File: src/hw/qsp_defines.svh
// Register offsets, field positions and reset values of the QoS scheduler.
`ifndef QSP_DEFINES_SVH
`define QSP_DEFINES_SVH

`define QSP_ADDR_W 8
`define QSP_STAMP_W 8

`define QSP_REG_CTRL 8'h00
`define QSP_REG_WEIGHT 8'h04
`define QSP_REG_MAP 8'h08
`define QSP_REG_PORT_CMD 8'h0c
`define QSP_REG_PORT_CFG 8'h10
`define QSP_REG_LEVEL 8'h14
`define QSP_REG_SCHED 8'h18
`define QSP_REG_SENT_LO 8'h1c
`define QSP_REG_SENT_HI 8'h20

`define QSP_CTRL_MODE_LSB 0
`define QSP_PCMD_MASK_LSB 16
`define QSP_PCFG_EN_BIT 3
`define QSP_SCHED_CREDIT_LSB 8
`define QSP_SCHED_OUT_BIT 16
`define QSP_SCHED_AVAIL_LSB 20

`define QSP_WEIGHT_RST 32'h08040201
`define QSP_MAP_RST 16'hfa50
`define QSP_PORT_CFG_RST 4'h0

`endif

File: src/hw/qsp_pkg.sv
// Types shared by the QoS scheduler modules.
package qsp_pkg;

  typedef enum logic [1:0] {
    MODE_ARRIVAL = 2'b00,
    MODE_STRICT = 2'b01,
    MODE_WRR = 2'b10
  } qsp_mode_e;

  typedef enum logic [1:0] {
    LOWEST_QUEUE = 2'b00,
    SECOND_LOW_QUEUE = 2'b01,
    SECOND_HIGH_QUEUE = 2'b10,
    HIGHEST_QUEUE = 2'b11
  } qsp_queue_e;

  typedef logic [1:0] qsp_queue_t;

endpackage

File: src/hw/qsp_stream_if.sv
// Valid/ready stream carrier between the scheduler and its queue buffers.
interface qsp_stream_if #(
  parameter int WIDTH = 8
);
  logic valid;
  logic ready;
  logic [WIDTH-1:0] data;

  modport src (output valid, output data, input ready);
  modport snk (input valid, input data, output ready);
endinterface

File: src/hw/qsp_fifo.sv
// Flip-flop FIFO with valid/ready on both sides and a fill level.
module qsp_fifo #(
  parameter int WIDTH = 8,
  parameter int DEPTH = 16
)(
  input wire logic clk_i,
  input wire logic rst_i,
  qsp_stream_if.snk push,
  qsp_stream_if.src pop,
  output logic [$clog2(DEPTH):0] level_o
);
  import qsp_pkg::*;

  localparam int PW = $clog2(DEPTH);

  typedef struct packed {
    logic [DEPTH-1:0][WIDTH-1:0] mem;
    logic [PW-1:0] wr;
    logic [PW-1:0] rd;
    logic [PW:0] cnt;
  } qsp_fifo_state_s;

  qsp_fifo_state_s s_reg;
  qsp_fifo_state_s s_next;
  logic do_push;
  logic do_pop;

  // Full and empty come straight from the count so neither side is ever misled.
  assign push.ready = (s_reg.cnt != (PW + 1)'(DEPTH));
  assign pop.valid = (s_reg.cnt != '0);
  assign pop.data = s_reg.mem[s_reg.rd];
  assign level_o = s_reg.cnt;
  assign do_push = push.valid && push.ready;
  assign do_pop = pop.valid && pop.ready;

  always_comb
  begin
    s_next = s_reg;
    if (do_push)
    begin
      s_next.mem[s_reg.wr] = push.data;
      s_next.wr = (s_reg.wr == PW'(DEPTH - 1)) ? '0 : s_reg.wr + 1'b1;
    end
    if (do_pop)
    begin
      s_next.rd = (s_reg.rd == PW'(DEPTH - 1)) ? '0 : s_reg.rd + 1'b1;
    end
    if (do_push && !do_pop)
    begin
      s_next.cnt = s_reg.cnt + 1'b1;
    end
    else if (do_pop && !do_push)
    begin
      s_next.cnt = s_reg.cnt - 1'b1;
    end
  end

  always_ff @(posedge clk_i or posedge rst_i)
  begin
    if (rst_i)
    begin
      s_reg <= '0;
    end
    else
    begin
      s_reg <= s_next;
    end
  end

endmodule

File: src/hw/qsp_scheduler.sv
// Egress QoS classifier, four transmit queues and the queue scheduler.
`include "qsp_defines.svh"

// What this block does
// Every accepted packet goes into exactly one of four ranked transmit queues.
// In arrival-order mode packets leave in the order they came, whatever their queue.
// In strict-priority mode no queue is served while a higher queue holds a packet.
// After reset the mode is weighted round robin with weights 8, 4, 2 and 1.
// Each weight is programmable and sets how many packets a queue sends per turn.
// A tagged packet picks its queue by looking its 3-bit priority up in the map table.
// An untagged packet takes its port's static priority and goes through the same table.
// The map table is programmable per priority and resets to pairs 0-1,2-3,4-5,6-7 upward.
// Software may change any priority's queue at run time.
// Static port priority is disabled or 0 to 7, written to a port set or to all ports.
// Round robin skips an empty queue and restarts at the highest with fresh credit.
// Untagged packets of a port whose static priority is disabled go to the lowest queue.
module qsp_scheduler #(
  parameter int NUM_PORTS = 8,
  parameter int PORT_W = 3,
  parameter int DATA_W = 16,
  parameter int DEPTH = 16
)(
  input wire logic CORE_CLK_I,
  input wire logic SYS_RST_I,
  input wire logic [`QSP_ADDR_W-1:0] REG_ADDR_I,
  input wire logic [31:0] REG_WDATA_I,
  input wire logic REG_WR_I,
  input wire logic REG_RD_I,
  output logic [31:0] REG_RDATA_O,
  input wire logic PKT_VALID_I,
  output logic PKT_READY_O,
  input wire logic PKT_TAGGED_I,
  input wire logic [2:0] PKT_PCP_I,
  input wire logic [PORT_W-1:0] PKT_PORT_I,
  input wire logic [DATA_W-1:0] PKT_DATA_I,
  output logic TX_VALID_O,
  input wire logic TX_READY_I,
  output qsp_pkg::qsp_queue_t TX_QUEUE_O,
  output logic [DATA_W-1:0] TX_DATA_O
);
  import qsp_pkg::*;

  localparam int SW = `QSP_STAMP_W;
  localparam int ENT_W = SW + DATA_W;
  localparam int LVL_W = $clog2(DEPTH) + 1;

  typedef struct packed {
    qsp_mode_e mode;
    logic [3:0][7:0] weight;
    logic [7:0][1:0] map;
    logic [NUM_PORTS-1:0][3:0] port_cfg;
    logic [SW-1:0] stamp;
    qsp_queue_t cur;
    logic [7:0] credit;
    logic [3:0][15:0] sent;
    logic out_valid;
    qsp_queue_t out_queue;
    logic [DATA_W-1:0] out_data;
    logic [31:0] rdata;
  } qsp_state_s;

  // reset weights
  localparam qsp_state_s STATE_RST = '{
    mode: MODE_WRR,
    weight: `QSP_WEIGHT_RST,
    map: `QSP_MAP_RST,
    port_cfg: {NUM_PORTS{`QSP_PORT_CFG_RST}},
    default: '0
  };

  qsp_state_s s_reg;
  qsp_state_s s_next;

  logic [3:0] push_valid;
  logic [3:0] push_ready;
  logic [3:0] pop_valid;
  logic [3:0] pop_ready;
  logic [3:0][ENT_W-1:0] pop_data;
  logic [3:0][LVL_W-1:0] level;
  logic map_used;
  logic [2:0] prio_eff;
  qsp_queue_t cls;
  logic found;
  logic fresh;
  logic take;
  qsp_queue_t sel;
  qsp_queue_t cand;

  // Stamps wrap; with at most four full queues the distance stays below half the range.
  function automatic logic is_older(input logic [SW-1:0] a, input logic [SW-1:0] b);
    logic [SW-1:0] d;
    d = a - b;
    return d[SW-1];
  endfunction

  genvar g;
  for (g = 0; g < 4; g++)
  begin : g_queue
    qsp_stream_if #(.WIDTH(ENT_W)) push_if ();
    qsp_stream_if #(.WIDTH(ENT_W)) pop_if ();

    // one queue only
    assign push_valid[g] = PKT_VALID_I && (cls == qsp_queue_t'(g));
    assign push_if.valid = push_valid[g];
    assign push_if.data = {s_reg.stamp, PKT_DATA_I};
    assign push_ready[g] = push_if.ready;
    assign pop_valid[g] = pop_if.valid;
    assign pop_data[g] = pop_if.data;
    assign pop_ready[g] = take && (sel == qsp_queue_t'(g));
    assign pop_if.ready = pop_ready[g];

    qsp_fifo #(
      .WIDTH(ENT_W),
      .DEPTH(DEPTH)
    ) u_fifo (
      .clk_i(CORE_CLK_I),
      .rst_i(SYS_RST_I),
      .push(push_if),
      .pop(pop_if),
      .level_o(level[g])
    );
  end

  // static port priority
  assign map_used = PKT_TAGGED_I || s_reg.port_cfg[PKT_PORT_I][`QSP_PCFG_EN_BIT];
  assign prio_eff = PKT_TAGGED_I ? PKT_PCP_I : s_reg.port_cfg[PKT_PORT_I][2:0];
  // tag lookup, R12 disabled port to lowest
  assign cls = map_used ? s_reg.map[prio_eff] : qsp_queue_t'(LOWEST_QUEUE);
  // A full target queue stalls the ingress path instead of dropping.
  assign PKT_READY_O = push_ready[cls];

  assign take = found && (!s_reg.out_valid || TX_READY_I);

  always_comb
  begin
    found = 1'b0;
    fresh = 1'b0;
    sel = '0;
    cand = '0;
    unique case (s_reg.mode)
      MODE_ARRIVAL:
      begin
        // oldest head first
        for (int i = 0; i < 4; i++)
        begin
          if (pop_valid[i] && (!found ||
              is_older(pop_data[i][ENT_W-1 -: SW], pop_data[sel][ENT_W-1 -: SW])))
          begin
            found = 1'b1;
            sel = qsp_queue_t'(i);
          end
        end
      end
      MODE_STRICT:
      begin
        // highest nonempty wins
        for (int i = 0; i < 4; i++)
        begin
          if (pop_valid[i])
          begin
            found = 1'b1;
            sel = qsp_queue_t'(i);
          end
        end
      end
      MODE_WRR:
      begin
        // weight limits a turn, R11 skip empty and wrap with fresh credit
        for (int k = 0; k <= 4; k++)
        begin
          cand = s_reg.cur - 2'(k);
          if (!found && pop_valid[cand] &&
              (k != 0 || s_reg.credit < s_reg.weight[s_reg.cur]))
          begin
            found = 1'b1;
            sel = cand;
            fresh = (k != 0);
          end
        end
      end
    endcase
  end

  always_comb
  begin
    s_next = s_reg;
    s_next.rdata = '0;
    if (PKT_VALID_I && PKT_READY_O)
    begin
      s_next.stamp = s_reg.stamp + 1'b1;
    end
    if (s_reg.out_valid && TX_READY_I)
    begin
      s_next.out_valid = 1'b0;
    end
    if (take)
    begin
      s_next.out_valid = 1'b1;
      s_next.out_data = pop_data[sel][DATA_W-1:0];
      s_next.out_queue = sel;
      s_next.sent[sel] = s_reg.sent[sel] + 16'h0001;
      // round robin bookkeeping
      if (s_reg.mode == MODE_WRR)
      begin
        s_next.cur = sel;
        s_next.credit = fresh ? 8'h01 : s_reg.credit + 8'h01;
      end
    end
    if (REG_WR_I)
    begin
      case (REG_ADDR_I)
        `QSP_REG_CTRL:
        begin
          // Code 3 has no mode; it falls back to round robin so the state stays legal.
          if (REG_WDATA_I[`QSP_CTRL_MODE_LSB +: 2] == 2'h3)
          begin
            s_next.mode = MODE_WRR;
          end
          else
          begin
            s_next.mode = qsp_mode_e'(REG_WDATA_I[`QSP_CTRL_MODE_LSB +: 2]);
          end
          s_next.credit = '0;
        end
        // weights programmable
        `QSP_REG_WEIGHT:
        begin
          s_next.weight = REG_WDATA_I;
        end
        // map programmable, R9 at run time
        `QSP_REG_MAP:
        begin
          s_next.map = REG_WDATA_I[15:0];
        end
        // set of ports or all
        `QSP_REG_PORT_CMD:
        begin
          for (int p = 0; p < NUM_PORTS; p++)
          begin
            if (REG_WDATA_I[`QSP_PCMD_MASK_LSB + p] ||
                REG_WDATA_I[31:`QSP_PCMD_MASK_LSB] == 16'h0000)
            begin
              s_next.port_cfg[p] = REG_WDATA_I[3:0];
            end
          end
        end
        `QSP_REG_SENT_LO:
        begin
          s_next.sent = '0;
        end
        default:
        begin
        end
      endcase
    end
    if (REG_RD_I)
    begin
      case (REG_ADDR_I)
        `QSP_REG_CTRL:
        begin
          s_next.rdata[`QSP_CTRL_MODE_LSB +: 2] = s_reg.mode;
        end
        `QSP_REG_WEIGHT:
        begin
          s_next.rdata = s_reg.weight;
        end
        `QSP_REG_MAP:
        begin
          s_next.rdata[15:0] = s_reg.map;
        end
        `QSP_REG_PORT_CFG:
        begin
          for (int p = 0; p < NUM_PORTS && p < 8; p++)
          begin
            s_next.rdata[4*p +: 4] = s_reg.port_cfg[p];
          end
        end
        `QSP_REG_LEVEL:
        begin
          for (int i = 0; i < 4; i++)
          begin
            s_next.rdata[8*i +: 8] = 8'(level[i]);
          end
        end
        `QSP_REG_SCHED:
        begin
          s_next.rdata[1:0] = s_reg.cur;
          s_next.rdata[`QSP_SCHED_CREDIT_LSB +: 8] = s_reg.credit;
          s_next.rdata[`QSP_SCHED_OUT_BIT] = s_reg.out_valid;
          s_next.rdata[`QSP_SCHED_AVAIL_LSB +: 4] = pop_valid;
        end
        `QSP_REG_SENT_LO:
        begin
          s_next.rdata = {s_reg.sent[1], s_reg.sent[0]};
        end
        `QSP_REG_SENT_HI:
        begin
          s_next.rdata = {s_reg.sent[3], s_reg.sent[2]};
        end
        default:
        begin
        end
      endcase
    end
  end

  always_ff @(posedge CORE_CLK_I or posedge SYS_RST_I)
  begin
    if (SYS_RST_I)
    begin
      s_reg <= STATE_RST;
    end
    else
    begin
      s_reg <= s_next;
    end
  end

  assign REG_RDATA_O = s_reg.rdata;
  assign TX_VALID_O = s_reg.out_valid;
  assign TX_QUEUE_O = s_reg.out_queue;
  assign TX_DATA_O = s_reg.out_data;

endmodule

File: config.mk
export PLATFORM = sky130hd
export DESIGN_NAME = qsp_scheduler
export DESIGN_NICKNAME = d
export VERILOG_FILES = /design/src/hw/qsp_pkg.sv /design/src/hw/qsp_stream_if.sv /design/src/hw/qsp_fifo.sv /design/src/hw/qsp_scheduler.sv
export VERILOG_INCLUDE_DIRS = /design/src /design/src/hw
export SDC_FILE = /design/constraint.sdc
export NUM_CORES = 2
export LEC_CHECK = 0
export ABC_CLOCK_PERIOD_IN_PS = 14670
export BUFFER_PORTS_ARGS = -buffer_cell sky130_fd_sc_hd__buf_2
export CAP_MARGIN = 25
export CORE_ASPECT_RATIO = 2
export CORE_MARGIN = 2
export CORE_UTILIZATION = 55
export CTS_CLUSTER_SIZE = 14
export DETAILED_ROUTE_END_ITERATION = 10
export PLACE_DENSITY = 0.68
export SKIP_CTS_REPAIR_TIMING = 1
export SYNTH_ARGS = -nofsm -noshare
export SYNTH_HDL_FRONTEND = slang
export SYNTH_HIERARCHICAL = 1
export SYNTH_SLANG_ARGS = --single-unit
export TNS_END_PERCENT = 1
File: constraint.sdc
create_clock -name CORE_CLK_I -period 14.67 [get_ports CORE_CLK_I]
set_input_delay 0 -clock CORE_CLK_I [delete_from_list [all_inputs] [get_ports CORE_CLK_I]]
set_output_delay 0 -clock CORE_CLK_I [all_outputs]
set_load 0.01 [all_outputs]
==> metrics.md <==
| Metric | Value |
|---|---|
| Status | complete, but fails checks |
| Failing checks | hold timing |
| Worst Setup End Kind | flip-flop |
| Synth Register Bits | 1803 |
| Commonest cells post-synth | 1790 x dfrtp_1, 935 x mux2_2, 850 x mux2_4, 307 x mux4_2, 221 x o21ai_0 |
| Slowest Stage Delay on Critical Path | roughly 0.85 ns |
| Synth warnings | 6 |
| Most frequent CP cell | o21ai_0 |
| RSZ-0062 raised after global routing | no |
| Cell taking the most area after synthesis | dfrtp_1 |
| Worst setup SP type | flip-flop |
| Area share of the largest cell type after synthesis | 0.4932 |
| Hold WS | -0.06263 ns |
| Max reg flops | 1568 |
| Post-synthesis sequential area ratio | 0.4970 |
| First-pass GRT wire length | 383700 um |
| Routability congestion estimate | 1.009 |
| Leading post-synthesis cells by cell area | dfrtp_1 49%, mux2_4 14%, mux2_2 12%, mux4_2 7.6%, mux2i_1 1.4% |
| Maximum VDD drop | 0.0009824 V |
| First-pass detailed-route iteration total | 10 |
| Starting Density | 0.5513 |
| Max FO, Critical Path | 49 |
| R2R setup slack | 2.74 ns |
| IO Pins | 121 |
| Asr flop ratio synth | 1.000 |
| FF-to-FF Start | g_queue[1].u_fifo/s_reg[5]$_DFFE_PP0P_ |
| Fin crit share | 0.8131 |
| Chip height | 578.7 um |
| Post-route ant nets | 0 |
| Crit path required time | 15.32 ns |
| Pre-CTS setup slack | around 2.5 ns |
| Mapped Area | 90820 sq um |
| Routed WL | 255000 um |
| Rel. slew slack | 0.2028 |
| Syn-to-layout area delta | 7.215% |
| Critical-path top delay cell | dfrtp_4 |
| Reg clk slew, reported paths | 0.07 ns |
| PortBufs | 120 |
| Detailed Place HPWL | between 150000 and 200000 um |
| Number of flops mapped to enable cells by yosys | 0 |
| Kind of cell adding the most delay to the critical path | compound AO/OA/AOI/OAI gates |
| Setup TNS | 0 ns |
| Setup CP Type | flip-flop to flip-flop |
| Syn avg cell area | about 15 sq um |
| CTS root buf | clkbuf_16 |
| Final Hold Violating Endpoints | 5 |
| Clock Skew | about 0.037 ns |
| Total power | 24.73 mW |
| Hold Path Class | input port to flip-flop |
| Setup-failing EPs final | 0 |
| Worst hold start | REG_ADDR_I[5] |
| Arr. time, crit path | 12.58 ns |
| Bufs on Longest Clock Path | 4 |
| Fraction of layout cells with a size suffix above 1 | 0.4444 |
| Final worst path period need | roughly 12 ns |
| Post-Syn Instances | between 6k and 7k |
| Residual DRC | 0 |
| Final nets | 6123 |
| Die width | approximately 290 um |
| Wirelength per Cell | a little over 30 um |
| Die area | 168600 sq um |
| Fmax | 83.83 MHz |
| Largest net degree at the start of global routing | 188 |
| Routed via count | 52.62k |
| Top-count cell post-synth | dfrtp_1 |
| Initial antenna violation count | 11 |
| Initial DRC Count | 4044 |
| Synth cell types | 85 |
| Total clock sinks | 1803 |
| Core Box Area | approximately 160000 sq um |
| Buffers & Inverters on Critical Path | 5 |
| Ys flop type | dfrtp_1 |
| TritonCTS Buffers | 170 |
| CP startpoint | g_queue[1].u_fifo/s_reg[5]$_DFFE_PP0P_ |
| Total gr overflow | 0 |
| CTS tree | yes |
| Lkg Pwr | about 48 nW |
| Max_cap viols | 0 |
| Setup ws final | 2.742 ns |
| Final Slew Violations | 0 |
| Vias/cell | 6.393 |
| PD cells | 254.0 nW/um^2 |
| Row count | around 210 |
| Htree depth | 4 |
| Syn Nets | around 6.2k |
| Clk Latency, worst-skew pair | between 0.8 and 0.9 ns |
| Vias in the first global route | 56.16k |
| Slew @ Worst Pin | about 1.2 ns |
| GRT Overall Usage | 0.3042 |
tightest hold or removal path, stage by stage:
cell and delay (ns):
buf_2 0.09, nor4_1 0.11, a31oi_1 0.29, a21oi_1 0.16
placed cells by master, fill, tap and decap left out, types with 21 or more instances in the layout:
cell type and instances:
a21oi_1 120, a221o_1 72, a222oi_1 35, a22oi_1 32, a32oi_1 25, buf_2 119, buf_4 93, clkbuf_1 39
clkbuf_16 173, clkbuf_8 39, dfrtp_1 1772, dlygate4sd3_1 50, ha_1 69, inv_1 129, mux2_2 935, mux2_4 850
mux2i_1 127, mux4_2 307, nand2_1 144, nand3_4 49, nand4_1 21, nor2_1 89, nor2b_1 87, o21ai_0 220
o221ai_1 72, xnor2_1 42
path summary, 6_finish.rpt:
check	to	cells after the start
max	s_reg[95]$_DFF_PP0_	39
min	REG_RDATA_O[0]$_DFF_PP0_	4
max reg2reg	s_reg[95]$_DFF_PP0_	39
min reg2reg	TX_DATA_O[4]$_DFFE_PP0P_	2
max in group asynchronous	g_queue[3].u_fifo/s_reg[257]$_DFFE_PP0P_	6
min in group asynchronous	TX_QUEUE_O[1]$_DFFE_PP0P_	3
cell type report:
class	instances	area, sq um
clock inverters	25	245.2
fillers	12677	67360
repair buffers	280	2230
flip-flops and latches	1803	45180
inverters	134	540.5
well taps	2130	2665
clock buffers	251	5012
diodes	15	37.54
multi-input cells	3592	41470
kinds of logic (layout without fill, tap and decap cells):
family / Yosys count / after routing / share of synthesized area
muxes: 2241 / 2241 / 0.3494
DFF: 1803 / 1803 / 0.4970
buffers and inverters: 696 / 690 / 0.04699
AOI/OAI and AO/OA: 687 / 687 / 0.05238
and+or+nand+nor: 530 / 530 / 0.03797
adders and majority gates: 73 / 73 / 0.01039
xor gates and xnor gates: 61 / 61 / 0.005965
other: 0 / 15 / 0
through the flow:
stage | cell area [sq um] | hold slack [ns] | cells | utilization
finish | 97370 | -0.06263 | 8230 | 0.5911
global route | 97340 | 0.007425 | 8216 | 0.5909
CTS | 96600 | -0.5939 | 8155 | 0.5864
detailed placement | 91340 | 0.2544 | 7879 | 0.5545
global placement | 91220 | 0.2480 | 7874 | 0.5537
floorplan | 90820 | 0.08575 | 6091 | -
metal layers:
metal / wire [um] / up-vias / global-route usage
met2: 129000 / 1514 / 0.5216
met4: 17130 / 6 / 0.1776
met5: 47 / - / 0
li1: - / 22129 / -
met3: 11350 / 621 / 0.04503
met1: 97520 / 28348 / 0.3663
power breakdown:
part	switching, mW	internal, mW
sequential	0.799	5.89
combinational	8.59	5.11
clock	1.93	2.42
(Power assumes the default switching activity.)
